## src/include/frame_preemption_merge_regs.svh

```systemverilog
// constants for the frame preemption and interspersing block
// Summary of operation
// - verify partner before preemption when allowed
// - preemption active after success or inhibit
// - send preemptable frames when express idle
// - express wins simultaneous requests
// - cut preemptable frame under allow formula
// - resume interrupted frame after express done
// - inter-frame gap keeps source ready low
// - steer received frames by type
// - reassemble preemptable receive fragments
// - preemptable valid may gap between fragments
// - tlast ends reassembly, tuser marks failure
// - first allow starts verify if status zero
// - hold request withholds preemptable traffic
// - restart rising edge starts new verify
// - decode minimum remaining fragment size
// - verify timeout in milliseconds, default one
// - verify attempt limit, default three
// - status bit0 complete, bit1 success
// - pulse initial and continuation fragment sent
// - hold indication on hold rising edge
// - reject wrong or orphan start delimiter
// - receive fault, done, fragment indications
`ifndef FRAME_PREEMPTION_MERGE_REGS_SVH
`define FRAME_PREEMPTION_MERGE_REGS_SVH
`define CTRL_OFFSET       12'h000
`define STATUS_OFFSET     12'h004
`define CTRL_EN_BIT       0
`define CTRL_HOLD_BIT     1
`define CTRL_NOVERIFY_BIT 2
`define CTRL_RESTART_BIT  3
`define CTRL_FRAG_LSB     4
`define CTRL_TIME_LSB     8
`define CTRL_LIMIT_LSB    16
`define CTRL_RESET        32'h0003_0100
`define CLK_PERIOD_NS     5
`define VERIFY_UNIT_NS    1000000
`define IFG_CYCLES        4'h3
`define BEAT_BYTES        16'h0008
`define MIN_FRAG_BYTES    16'h0040
`endif

```

## src/include/frame_preemption_merge_pkg.sv

```systemverilog
// types shared by the frame preemption and interspersing block
package frame_preemption_merge_pkg;
  typedef enum logic [2:0] {
    KIND_EXPRESS, KIND_START, KIND_CONT, KIND_VERIFY, KIND_RESPOND
  } frag_kind_type;
  typedef enum logic [1:0] {SRC_IDLE, SRC_EXP, SRC_PRE} tx_src_type;
  typedef enum logic [2:0] {V_OFF, V_SEND, V_WAIT, V_OK, V_FAIL} verify_fsm_type;
endpackage : frame_preemption_merge_pkg

```

## src/frame_preemption_merge.sv

```systemverilog
// frame preemption transmit merge, verification and receive reassembly
//
// Chosen here: the register addresses and the APB slave port.
`include "frame_preemption_merge_regs.svh"
module frame_preemption_merge
  import frame_preemption_merge_pkg::*;
#(
  parameter int unsigned MS_CYCLES = `VERIFY_UNIT_NS / `CLK_PERIOD_NS
) (
  input  wire logic        pclk,
  input  wire logic        presetn,
  input  wire logic        psel,
  input  wire logic        penable,
  input  wire logic        pwrite,
  input  wire logic [11:0] paddr,
  input  wire logic [31:0] pwdata,
  output logic      [31:0] prdata,
  output logic             pready,
  output logic             pslverr,
  input  wire logic [63:0] tx_e_tdata,
  input  wire logic        tx_e_tvalid,
  input  wire logic        tx_e_tlast,
  output logic             tx_e_tready,
  input  wire logic [63:0] tx_p_tdata,
  input  wire logic        tx_p_tvalid,
  input  wire logic        tx_p_tlast,
  input  wire logic [15:0] tx_p_frame_bytes,
  output logic             tx_p_tready,
  output logic      [63:0] tx_tdata,
  output logic             tx_tvalid,
  output logic             tx_tlast,
  output logic             tx_tuser,
  output logic      [2:0]  tx_kind,
  output logic      [1:0]  tx_frag_num,
  input  wire logic        tx_tready,
  input  wire logic [63:0] rx_tdata,
  input  wire logic        rx_tvalid,
  input  wire logic        rx_tlast,
  input  wire logic        rx_tuser,
  input  wire logic [2:0]  rx_kind,
  input  wire logic [1:0]  rx_frag_num,
  input  wire logic        rx_frag_final,
  output logic      [63:0] rx_e_tdata,
  output logic             rx_e_tvalid,
  output logic             rx_e_tlast,
  output logic             rx_e_tuser,
  output logic      [63:0] rx_p_tdata,
  output logic             rx_p_tvalid,
  output logic             rx_p_tlast,
  output logic             rx_p_tuser,
  output logic      [1:0]  verify_state,
  output logic             tx_preemptable_sent,
  output logic             tx_continuation_sent,
  output logic             tx_hold_seen,
  output logic             rx_reassembly_fault,
  output logic             rx_delimiter_reject,
  output logic             rx_reassembly_done,
  output logic             rx_fragment_seen
);

  logic [31:0]    ctrl_q;
  logic           en_prev_q, en_seen_q, hold_prev_q, restart_prev_q;
  verify_fsm_type vstate_q;
  logic [24:0]    vtimer_q;
  logic [3:0]     attempts_q;
  logic           resp_q;
  tx_src_type     cur_q;
  logic           p_open_q, p_cont_q;
  logic [1:0]     p_frag_q;
  logic [15:0]    p_total_q, p_sent_q;
  logic [3:0]     ifg_q;
  logic           rx_first_q, rx_asm_q, rx_discard_q;
  logic [1:0]     rx_exp_q;

  logic       en, hold, noverify, restart, preempt_active, start_verify, ver_load;
  logic [1:0] frag_sel;
  logic [7:0] vtime;
  logic [3:0] vlimit;
  assign en       = ctrl_q[`CTRL_EN_BIT];
  assign hold     = ctrl_q[`CTRL_HOLD_BIT];
  assign noverify = ctrl_q[`CTRL_NOVERIFY_BIT];
  assign restart  = ctrl_q[`CTRL_RESTART_BIT];
  assign frag_sel = ctrl_q[`CTRL_FRAG_LSB +: 2];
  assign vtime    = ctrl_q[`CTRL_TIME_LSB +: 8];
  assign vlimit   = ctrl_q[`CTRL_LIMIT_LSB +: 4];

  // APB slave: one wait state, unmapped offsets answer with an error
  logic apb_acc, ctrl_hit, stat_hit;
  assign apb_acc  = psel && penable && !pready;
  assign ctrl_hit = paddr == `CTRL_OFFSET;
  assign stat_hit = paddr == `STATUS_OFFSET;

  always_ff @(posedge pclk or negedge presetn) begin
    if (!presetn) begin
      pready  <= 1'b0;
      pslverr <= 1'b0;
      prdata  <= 32'h0000_0000;
    end else begin
      pready  <= apb_acc;
      pslverr <= apb_acc && !ctrl_hit && !stat_hit;
      prdata  <= 32'h0000_0000;
      if (apb_acc && !pwrite && ctrl_hit) begin
        prdata <= ctrl_q;
      end else if (apb_acc && !pwrite && stat_hit) begin
        prdata <= {27'h0, rx_asm_q, p_open_q, preempt_active, verify_state};
      end
    end
  end

  always_ff @(posedge pclk or negedge presetn) begin
    if (!presetn) begin
      ctrl_q <= `CTRL_RESET;
    end else if (psel && penable && pready && pwrite && ctrl_hit) begin
      ctrl_q <= pwdata;
    end
  end

  // verification control
  logic [24:0] vtimeout;
  assign preempt_active = en && (noverify || vstate_q == V_OK);
  assign start_verify = !noverify && ((en && !en_seen_q && verify_state == 2'b00)
                        || (restart && !restart_prev_q));
  assign vtimeout = 25'(vtime * MS_CYCLES);

  always_ff @(posedge pclk or negedge presetn) begin
    if (!presetn) begin
      en_prev_q      <= 1'b0;
      en_seen_q      <= 1'b0;
      hold_prev_q    <= 1'b0;
      restart_prev_q <= 1'b0;
      tx_hold_seen   <= 1'b0;
    end else begin
      en_prev_q      <= en;
      restart_prev_q <= restart;
      hold_prev_q    <= hold;
      if (en && !en_prev_q) begin
        en_seen_q <= 1'b1;
      end
      tx_hold_seen <= hold && !hold_prev_q;
    end
  end

  always_ff @(posedge pclk or negedge presetn) begin
    if (!presetn) begin
      vstate_q   <= V_OFF;
      vtimer_q   <= 25'h0;
      attempts_q <= 4'h0;
    end else begin
      // send, wait, retry up to the limit
      case (vstate_q)
        V_SEND: begin
          if (ver_load) begin
            vstate_q   <= V_WAIT;
            vtimer_q   <= vtimeout;
            attempts_q <= attempts_q + 4'h1;
          end
        end
        V_WAIT: begin
          if (resp_q) begin
            vstate_q <= V_OK;
          end else if (vtimer_q <= 25'h1) begin
            vstate_q <= (attempts_q >= vlimit) ? V_FAIL : V_SEND;
          end else begin
            vtimer_q <= vtimer_q - 25'h1;
          end
        end
        default: begin
        end
      endcase
      if (start_verify) begin
        vstate_q   <= V_SEND;
        attempts_q <= 4'h0;
      end
    end
  end

  always_ff @(posedge pclk or negedge presetn) begin
    if (!presetn) begin
      verify_state <= 2'b00;
    end else begin
      case (vstate_q)
        V_OK:    verify_state <= 2'b11;
        V_FAIL:  verify_state <= 2'b01;
        default: verify_state <= 2'b00;
      endcase
      if (start_verify) begin
        verify_state <= 2'b00;
      end
    end
  end

  // transmit merge
  logic        e_load, p_load, out_free, out_free_next, frag_cut, out_last;
  logic [15:0] sent_after, min_remain;
  assign e_load   = tx_e_tready && tx_e_tvalid;
  assign p_load   = tx_p_tready && tx_p_tvalid;
  assign ver_load = vstate_q == V_SEND && cur_q == SRC_IDLE && out_free && ifg_q == 4'h0
                    && !tx_e_tready && !tx_p_tready;
  assign out_free = !tx_tvalid || tx_tready;
  assign out_free_next = out_free && !e_load && !p_load && !ver_load;
  assign min_remain = {8'h0, frag_sel, 6'h0} + `MIN_FRAG_BYTES;
  assign sent_after = (p_open_q ? p_sent_q : 16'h0) + `BEAT_BYTES;
  // cut only under the allow formula
  assign frag_cut = preempt_active && (tx_e_tvalid || hold) && !tx_p_tlast
                    && sent_after >= `MIN_FRAG_BYTES
                    && (p_open_q ? p_total_q : tx_p_frame_bytes) >= sent_after + min_remain;
  assign out_last = tx_p_tlast || frag_cut;

  always_ff @(posedge pclk or negedge presetn) begin
    if (!presetn) begin
      tx_e_tready <= 1'b0;
      tx_p_tready <= 1'b0;
    end else begin
      tx_e_tready <= 1'b0;
      tx_p_tready <= 1'b0;
      // no ready during the inter-frame gap
      if (out_free_next && ifg_q == 4'h0 && !(tx_tvalid && tx_tlast)) begin
        case (cur_q)
          SRC_EXP: tx_e_tready <= 1'b1;
          SRC_PRE: tx_p_tready <= !hold || p_open_q;
          default: begin
            if (vstate_q == V_SEND) begin
            end else if (tx_e_tvalid && !e_load) begin
              tx_e_tready <= 1'b1;
            // preemptable when express idle and no hold
            end else if (tx_p_tvalid && !hold && !p_load && (preempt_active || !p_open_q)) begin
              tx_p_tready <= 1'b1;
            end
          end
        endcase
      end
    end
  end

  always_ff @(posedge pclk or negedge presetn) begin
    if (!presetn) begin
      tx_tdata    <= 64'h0;
      tx_tvalid   <= 1'b0;
      tx_tlast    <= 1'b0;
      tx_tuser    <= 1'b0;
      tx_kind     <= 3'h0;
      tx_frag_num <= 2'h0;
    end else begin
      if (tx_tvalid && tx_tready) begin
        tx_tvalid <= 1'b0;
      end
      if (e_load) begin
        tx_tdata  <= tx_e_tdata;
        tx_tvalid <= 1'b1;
        tx_tlast  <= tx_e_tlast;
        tx_tuser  <= 1'b0;
        tx_kind   <= KIND_EXPRESS;
      end else if (p_load) begin
        tx_tdata    <= tx_p_tdata;
        tx_tvalid   <= 1'b1;
        tx_tlast    <= out_last;
        tx_tuser    <= frag_cut;
        tx_kind     <= p_cont_q ? KIND_CONT : KIND_START;
        tx_frag_num <= p_frag_q;
      end else if (ver_load) begin
        tx_tdata  <= 64'h0;
        tx_tvalid <= 1'b1;
        tx_tlast  <= 1'b1;
        tx_tuser  <= 1'b0;
        tx_kind   <= KIND_VERIFY;
      end
    end
  end

  always_ff @(posedge pclk or negedge presetn) begin
    if (!presetn) begin
      cur_q     <= SRC_IDLE;
      p_open_q  <= 1'b0;
      p_cont_q  <= 1'b0;
      p_frag_q  <= 2'h0;
      p_total_q <= 16'h0;
      p_sent_q  <= 16'h0;
    end else begin
      if (e_load) begin
        cur_q <= tx_e_tlast ? SRC_IDLE : SRC_EXP;
      end else if (p_load) begin
        cur_q    <= out_last ? SRC_IDLE : SRC_PRE;
        p_sent_q <= sent_after;
        if (!p_open_q) begin
          p_total_q <= tx_p_frame_bytes;
        end
        p_open_q <= !tx_p_tlast;
        if (tx_p_tlast) begin
          p_cont_q <= 1'b0;
          p_frag_q <= 2'h0;
        end else if (frag_cut) begin
          p_cont_q <= 1'b1;
          p_frag_q <= p_frag_q + 2'h1;
        end
      end
    end
  end

  always_ff @(posedge pclk or negedge presetn) begin
    if (!presetn) begin
      ifg_q                <= 4'h0;
      tx_preemptable_sent  <= 1'b0;
      tx_continuation_sent <= 1'b0;
    end else begin
      if (tx_tvalid && tx_tready && tx_tlast) begin
        ifg_q <= `IFG_CYCLES;
      end else if (ifg_q != 4'h0) begin
        ifg_q <= ifg_q - 4'h1;
      end
      tx_preemptable_sent  <= p_load && out_last && !p_cont_q;
      tx_continuation_sent <= p_load && out_last && p_cont_q;
    end
  end

  // receive steering and reassembly
  logic is_start, is_cont, rx_p_beat, fault_beat, orphan, bad_num, first_ok;
  assign is_start   = rx_kind == KIND_START;
  assign is_cont    = rx_kind == KIND_CONT;
  assign orphan     = rx_first_q && is_cont && !rx_asm_q;
  assign bad_num    = rx_first_q && is_cont && rx_asm_q && rx_frag_num != rx_exp_q;
  assign fault_beat = rx_first_q && is_start && rx_asm_q;
  assign first_ok   = rx_first_q && ((is_start && !rx_asm_q) || (is_cont && rx_asm_q && !bad_num));
  assign rx_p_beat  = rx_tvalid && (first_ok || (!rx_first_q && !rx_discard_q && (is_start || is_cont)));

  always_ff @(posedge pclk or negedge presetn) begin
    if (!presetn) begin
      rx_e_tdata  <= 64'h0;
      rx_e_tvalid <= 1'b0;
      rx_e_tlast  <= 1'b0;
      rx_e_tuser  <= 1'b0;
      resp_q      <= 1'b0;
    end else begin
      rx_e_tvalid <= rx_tvalid && rx_kind == KIND_EXPRESS;
      rx_e_tdata  <= rx_tdata;
      rx_e_tlast  <= rx_tlast;
      rx_e_tuser  <= rx_tuser;
      resp_q      <= rx_tvalid && rx_first_q && rx_kind == KIND_RESPOND;
    end
  end

  always_ff @(posedge pclk or negedge presetn) begin
    if (!presetn) begin
      rx_p_tdata          <= 64'h0;
      rx_p_tvalid         <= 1'b0;
      rx_p_tlast          <= 1'b0;
      rx_p_tuser          <= 1'b0;
      rx_first_q          <= 1'b1;
      rx_asm_q            <= 1'b0;
      rx_discard_q        <= 1'b0;
      rx_exp_q            <= 2'h0;
      rx_reassembly_fault <= 1'b0;
      rx_delimiter_reject <= 1'b0;
      rx_reassembly_done  <= 1'b0;
      rx_fragment_seen    <= 1'b0;
    end else begin
      rx_p_tvalid         <= 1'b0;
      rx_p_tlast          <= 1'b0;
      rx_p_tuser          <= 1'b0;
      rx_reassembly_fault <= 1'b0;
      rx_delimiter_reject <= 1'b0;
      rx_reassembly_done  <= 1'b0;
      rx_fragment_seen    <= 1'b0;
      if (rx_tvalid) begin
        rx_first_q <= rx_tlast;
        if (rx_first_q) begin
          rx_discard_q <= !first_ok && !rx_tlast;
        end
        rx_delimiter_reject <= orphan || (rx_first_q && rx_kind > KIND_RESPOND);
        if (fault_beat || bad_num) begin
          // close the broken frame with tlast and tuser
          rx_p_tdata          <= 64'h0;
          rx_p_tvalid         <= 1'b1;
          rx_p_tlast          <= 1'b1;
          rx_p_tuser          <= 1'b1;
          rx_asm_q            <= 1'b0;
          rx_reassembly_fault <= 1'b1;
        end
        if (rx_p_beat) begin
          rx_p_tdata  <= rx_tdata;
          rx_p_tvalid <= 1'b1;
          if (first_ok && is_start) begin
            rx_asm_q <= 1'b1;
            rx_exp_q <= 2'h1;
          end
          if (rx_tlast) begin
            // per fragment, fault and done indications
            rx_fragment_seen <= 1'b1;
            if (rx_frag_final || rx_tuser) begin
              rx_p_tlast          <= 1'b1;
              rx_p_tuser          <= rx_tuser;
              rx_asm_q            <= 1'b0;
              rx_reassembly_done  <= !rx_tuser;
              rx_reassembly_fault <= rx_tuser;
            end else if (is_cont) begin
              rx_exp_q <= rx_exp_q + 2'h1;
            end
          end
        end
      end
    end
  end

  // checks
  apb_one_wait_a: assert property (@(posedge pclk) disable iff (!presetn)
    pready |-> $past(psel && penable && !pready))
    else $error("pready without an access phase");
  active_verified_a: assert property (@(posedge pclk) disable iff (!presetn)
    preempt_active && !noverify |-> verify_state == 2'b11 || $past(resp_q))
    else $error("preemption active without successful verification");
  express_first_a: assert property (@(posedge pclk) disable iff (!presetn)
    tx_p_tready && cur_q == SRC_IDLE |-> $past(!tx_e_tvalid || e_load))
    else $error("preemptable source chosen while express waited");
  ifg_ready_low_a: assert property (@(posedge pclk) disable iff (!presetn)
    ifg_q != 4'h0 |-> !tx_e_tready && !tx_p_tready)
    else $error("source ready during inter-frame gap");
  hold_blocks_a: assert property (@(posedge pclk) disable iff (!presetn)
    tx_p_tready && !p_open_q |-> $past(!hold))
    else $error("preemptable frame started under hold");
  hold_seen_a: assert property (@(posedge pclk) disable iff (!presetn)
    $rose(hold) |=> tx_hold_seen ##1 !tx_hold_seen)
    else $error("hold indication not a single pulse after rising hold");
  status_code_a: assert property (@(posedge pclk) disable iff (!presetn)
    verify_state[1] |-> verify_state[0])
    else $error("success reported without completion");
  tuser_last_a: assert property (@(posedge pclk) disable iff (!presetn)
    rx_p_tuser |-> rx_p_tlast && rx_p_tvalid)
    else $error("receive tuser without tlast");
  express_route_a: assert property (@(posedge pclk) disable iff (!presetn)
    rx_tvalid && rx_kind == KIND_EXPRESS |=> rx_e_tvalid && !rx_p_tvalid)
    else $error("express beat not steered to express output");
  restart_start_a: assert property (@(posedge pclk) disable iff (!presetn)
    $rose(restart) && !noverify |=> vstate_q == V_SEND ##1 verify_state == 2'b00)
    else $error("restart did not begin verification");
  cut_rule_a: assert property (@(posedge pclk) disable iff (!presetn)
    p_load && frag_cut |-> preempt_active && (tx_e_tvalid || hold) && sent_after >= `MIN_FRAG_BYTES)
    else $error("fragment cut without allow conditions");

  verify_ok_c: cover property (@(posedge pclk) disable iff (!presetn) vstate_q == V_WAIT ##1 vstate_q == V_OK);
  preempt_c:   cover property (@(posedge pclk) disable iff (!presetn) p_load && frag_cut ##[1:20] e_load);
  rx_done_c:   cover property (@(posedge pclk) disable iff (!presetn) rx_reassembly_done);

endmodule : frame_preemption_merge

```

## config.mk

```make
export PLATFORM = sky130hd
export DESIGN_NAME = frame_preemption_merge
export DESIGN_NICKNAME = d
export VERILOG_FILES = /design/src/include/frame_preemption_merge_pkg.sv /design/src/frame_preemption_merge.sv
export VERILOG_INCLUDE_DIRS = /design/src /design/src/include
export SDC_FILE = /design/constraint.sdc
export NUM_CORES = 1
export LEC_CHECK = 0
export BUFFER_PORTS_ARGS = -buffer_cell sky130_fd_sc_hd__buf_2
export CAP_MARGIN = 20
export CORE_AREA = 2 2 204 206
export CTS_BUF_LIST = sky130_fd_sc_hd__clkbuf_2 sky130_fd_sc_hd__clkbuf_4 sky130_fd_sc_hd__clkbuf_8
export DETAILED_ROUTE_END_ITERATION = 10
export DIE_AREA = 0 0 206 208
export GPL_TIMING_DRIVEN = 0
export PLACE_DENSITY = 0.65
export REMOVE_ABC_BUFFERS = 1
export SYNTH_ARGS = -nofsm -noshare
export SYNTH_HDL_FRONTEND = slang
export SYNTH_SLANG_ARGS = --single-unit
```

## constraint.sdc

```tcl
create_clock -name pclk -period 6.6 [get_ports pclk]
set_clock_uncertainty 0.1 [all_clocks]
set_input_delay 0.66 -clock pclk [delete_from_list [all_inputs] [get_ports pclk]]
set_output_delay 0.66 -clock pclk [all_outputs]
set_load 0.01 [all_outputs]
```

### Word level (Yosys, flattened, before mapping)

Index checks and enable logic that the tools add are counted.

* memories kept: 0
* bits in latches: 0
* bits of input ports: 271
* bits in registers: 366
* memory bits (read-only): 0
* bits in writable memories: 0

* divide/modulo/power cells: 0
* reductions and logical operators: 126
* $add $sub $neg: 8
* equality and inequality tests: 16
* $mul: 1
* bitwise gates (word level): 1
* shift operators: 0
* magnitude comparators: 5
* multiplexer cells: 85

Operators by type and width (number)
* 64-bit two-way mux: 5
* 25-bit two-way mux: 3
* 1-bit logical AND: 62
* 25-bit case mux with 2 select lines: 1
* 1-bit two-way mux: 44
* 16-bit two-way mux: 2
* 32-bit two-way mux: 1
* 1-bit zero test: 27
* 25-bit by 1-bit less-or-equal comparator with 1-bit output, second input constant: 1
* 25-bit by 1-bit subtractor with 25-bit output, second input constant: 1
* 3-bit two-way mux: 8
* 2-bit two-way mux: 11
* 4-bit two-way mux: 5
* 8-bit by 12-bit multiplier with 19-bit output, second input constant: 1
* 16-bit by 4-bit adder with 16-bit output, second input constant: 1
* 16-bit by 9-bit adder with 16-bit output: 1
* 16-bit >= comparator: 1
* 16-bit by 7-bit >= comparator with 1-bit output, second input constant: 1
* 2-bit nonzero test: 7
* 1-bit logical OR: 13
* 12-bit by 3-bit equality test with 1-bit output, second input constant: 1
* 12-bit zero test: 1
* 2-bit AND reduction: 5
* 8-bit by 7-bit adder with 9-bit output, second input constant: 1
* 26 further kinds: 38

### Depth between registers and ports, before layout

* depth in word-level cells: 13
* mapped depth: 24
* depth with buffers taken out: 20

### Worst setup path after synthesis

OpenSTA, ideal clock, no wires.

* kind: register to register
* from: reg p_open_q
* to: reg p_frag_q[0]
* period minus slack after synthesis: 5.217 ns
* arrival time: 4.977 ns
* cell stages (with the launch flop): 25
* data required time: 6.360 ns
* path slack: 1.383 ns
* setup time: 0.140 ns
* path buffers: 4
* path through: dfrtp_1 > clkbuf_1 > clkbuf_1 > buf_1 > clkbuf_1 > and2_1 > ha_1 > nand3_1 > xnor2_1 > nand2_1 > inv_1 > ha_1 > ha_1 > inv_1 > fa_1 > or2_2 > nor4_1 > xnor2_1 > ha_1 > and4_1 > nor4b_1 > o21ai_0 > a21oi_1 > and2_1 > o311ai_1

* word-level cells in the longest chain between the ends: 7

Ends and longest elaborated chain
* start, declared: line frame_preemption_merge.sv:68 `logic p_open_q, p_cont_q;`
* start signal, assigned: line frame_preemption_merge.sv:287 `p_open_q <= !tx_p_tlast;`
* 16-bit two-way mux (*): line frame_preemption_merge.sv:202 `` assign sent_after = (p_open_q ? p_sent_q : 16'h0) + `BEAT_BYTES; ``
* 16-bit by 4-bit adder with 16-bit output (no source line) (*)
* via sent_after[7]: line frame_preemption_merge.sv:194 `logic [15:0] sent_after, min_remain;`
* 16-bit by 9-bit adder with 16-bit output or 16-bit by 7-bit >= comparator with 1-bit output (tied branches)
* 16-bit >= comparator or 1-bit logical AND (tied branches)
* 1-bit logical AND (*): line frame_preemption_merge.sv:204 `assign frag_cut = preempt_active && (tx_e_tvalid || hold) && !tx_p_tlast`
* 2-bit nonzero test (no source line) (*)
* 3-bit AND reduction (no source line) (*)
* end signal, assigned: line frame_preemption_merge.sv:293 `p_frag_q <= p_frag_q + 2'h1;`
* end, declared: line frame_preemption_merge.sv:69 `logic [1:0] p_frag_q;`

The timed path passes the listed nets; every way through them passes the cells marked *.
A chain may end at the register's enable or synchronous reset.

### Worst setup path after layout

Same ends and word-level chain as after synthesis.

==> impl_metrics.ini <==
[timing]
maxSlewHeadroom = 0.2792
setup-violations-final = 0
worstMarginPinSlew_ns = 1.071
fin_tns_setup_ns = 0
fin_crit_sh = 0.8458
slew_viol_final = 0
rsz0062_at_grt = false
max_freq_mhz = 179.1
min_period_ns = 5.583
finalHoldWorstSlack_ns = 0.06273
hold_viol = 0

[cells_and_area]
layout.cells.most_common = buf_2
final_cell_mix = buf_2 (519), dfrtp_1 (360), nand2_1 (216), nor2_1 (189), o21ai_0 (124)
final_util = 0.5316
syn2layout_area_growth_pct = 28.11
drive_gt1_frac = 0.3359
multi_input_area_um2 = 7092
filler_cell_count = 3654
fin_nets = 2509
seq_area_um2 = 9140

[cts]
cts-resized-gates = 0
cts_max_level = 3
tritoncts = built
clock-sinks = 365
clock_latency_ns = 0.61
holdBufCountCts = 1
post_cts_buffers = 0
cts_buffer_depth = 3
numCtsBuffers = 67
path_clk_slew_ns = 0.06
cts-root-buf = clkbuf_8

[floorplanning]
fp-row-count = 74
dieArea_um2 = 42850
initial_core_util = 0.4150
die_y_um = 208
core_area_um2 = 40550
die_x_um = 206
io_pins = 522

[routing]
vias = 14282
drc = 0
ant_nets = 0
wl_um = 53270
post_drt_wl_per_cell_um = 19.57
drtIter0Drc = 1025
via_per_inst = 5.247
first_pass_iters = 5

[yosys]
ys_async_sr_fraction = 1.000
synth_edf_count = 0
ys_seq_elements = 365
yosys.area.top_type = dfrtp_1
syn_area_um2 = 16830
ys.flop_type = dfrtp_1
avgSynthCellArea_um2 = 10.34
synthCells = 1627
synth_warnings = 0
synth.distinct_cells = 70
ys_seq_area_frac = 0.5430
synth_area_leaders = dfrtp_1 (54%), ha_1 (6.2%), nand2_1 (4.9%)
synthDominantCellAreaShare = 0.5368

[grt]
antenna_found_initial = 6
grt_max_degree = 123
grt-ovfl-total = 0
grt_pass1_wl_um = 82610
grtUsageTotal = 0.2497
grt_pass1_vias = 14679

[status]
outcome = complete, no violations

[power]
switchingPower_mw = 2.338
p_seq_frac = 0.430
p_clk_frac = 0.321
ir_worst_vdd_v = 0.0002285
powerDensity_nw_per_um2 = 332.7
power_mw = 7.174
switching_share = 0.3259
combPwrFrac = 0.249
power.leakage_nw = 11.10
p_int_mw = 4.836

[worst_setup_path]
crit_chain = and2_1 > ha_1 > nand3_1 > xnor2_1 > nand2_1 > inv_1 > ha_1 > ha_1 > inv_1 > fa_1 > or2_2 > nor4_1 > xnor2_1 > ha_1 > and4_1 > nor4b_1 > o21ai_0 > a21oi_1 > and2_1 > o311ai_1
r2r_start = p_open_q$_DFFE_PN0P_
cp.arrival_ns = 5.96
crit_top_cell = ha_1
slowest_stage = dfrtp_2
setup.worst_path.end_class = flip-flop
slowest_delay_ns = 0.92
worstSetupStartpointType = flip-flop
rr_endpoint = p_frag_q[0]$_DFFE_PN0P_
critPathCapture = p_frag_q[0]$_DFFE_PN0P_
crit_required_ns = 6.98
crit_start = p_open_q$_DFFE_PN0P_
crit_fanout = 44
crit_type = flip-flop to flip-flop
reg2reg_depth = 20
r2r_slack_ns = 1.02

[place]
place_congestion = 0.9174
numPortBuffers = 520
hpwl_um = 39300

[hold_path]
hp-class = input port to flip-flop

[run]
max_cap_violations = 0
cells in the mapped netlist, types with 5 or more instances:
cell type and n:
a21o_1 8, a21oi_1 49, a221oi_1 66, a22o_1 6
a31oi_1 5, and2_1 35, buf_1 7, clkbuf_1 78
dfrtp_1 361, fa_1 13, ha_1 84, inv_1 70
mux2_2 58, nand2_1 218, nand2b_1 10, nand3_1 23
nand4_1 13, nor2_1 191, nor2b_1 6, nor3_1 25
nor4_1 13, nor4b_1 5, o21a_1 8, o21ai_0 124
o21ai_1 10, o31ai_1 5, or2_2 5, or3_1 10
xnor2_1 24, xor2_1 14
sequential cells by signal, indices dropped and copies added (netlist names), 16 cells and up:
register,flops
vtimer_q,25
ctrl_q,32
prdata,32
rx_p_tdata,64
p_total_q,16
p_sent_q,16
tx_tdata,64
rx_e_tdata,64
per-stage QoR:
stage / setup WS, ns / instance area [um^2] / instances
floorplan: 0.5099 / 16450 / 1534
detailed placement: 1.016 / 20060 / 2601
finish: 1.017 / 21560 / 2722
CTS: 1.015 / 21490 / 2715
global placement: -2.498 / 19720 / 2586
global route: 0.5746 / 21550 / 2720
critical path, delay by kind of cell, from the launching register on:
kind,cells,cell delay [ns]
AO/OA/AOI/OAI,3,0.66
XOR/XNOR,2,0.26
adder cells (fa/ha/maj),5,1.40
buffers and inverters,2,0.13
flip-flops,1,0.92
AND/OR/NAND/NOR,8,1.98
cell families (layout without fill, tap and decap cells):
logic type      Yosys count  count (layout)  share of synthesized area
mux                      62              62                    0.04119
fa+ha+maj                97              97                    0.07792
flops                   365             365                     0.5430
compound gates          325             325                     0.1268
buf+inv                 163             721                    0.03814
simple gates            576             576                     0.1529
xor+xnor                 38              38                    0.01978
other cells               1               6                  0.0002228
power groups by stage:
stage	registers [mW]	logic [mW]	clock network (mW)
finish	3.08	1.79	2.30
global route	3.14	1.97	2.47
CTS	3.07	1.80	2.37
detailed placement	3.09	1.80	0
global placement	3.09	1.75	0
floorplan	3.22	0.759	0
per-layer routing:
metal | vias up | wire length [um] | track usage
met2 | 459 | 25410 | 0.3974
li1 | 6688 | - | -
met1 | 7020 | 22530 | 0.3257
met4 | 2 | 1598 | 0.09310
met5 | - | 16 | 0
met3 | 113 | 3720 | 0.06720
worst min path at each step:
stage                                     start                   endpoint  slack, ns  cells past startpoint
after floorplan                         presetn  attempts_q[0]$_DFFE_PN0P_       0.26                      0
after detailed placement  hold_prev_q$_DFF_PN0_     tx_hold_seen$_DFF_PN0_       0.29                      1
final                              rx_tdata[29]   rx_e_tdata[29]$_DFF_PN0_       0.06                      1
after global placement    hold_prev_q$_DFF_PN0_     tx_hold_seen$_DFF_PN0_       0.28                      1
after global routing               rx_tdata[61]   rx_e_tdata[61]$_DFF_PN0_       0.02                      1
after CTS                          rx_tdata[12]   rx_e_tdata[12]$_DFF_PN0_      0.003                      1
final cells by class:
type                    instances  area share
diodes                          5   0.0005804
clock buffers                 101     0.06012
clock inverters                12    0.005862
inverters                      70     0.01219
multi-input cells            1099      0.3289
flip-flops and latches        365      0.4239
well taps                     532     0.03087
repair buffers                538      0.1375
Note: power is estimated with default switching activity, not from simulation.
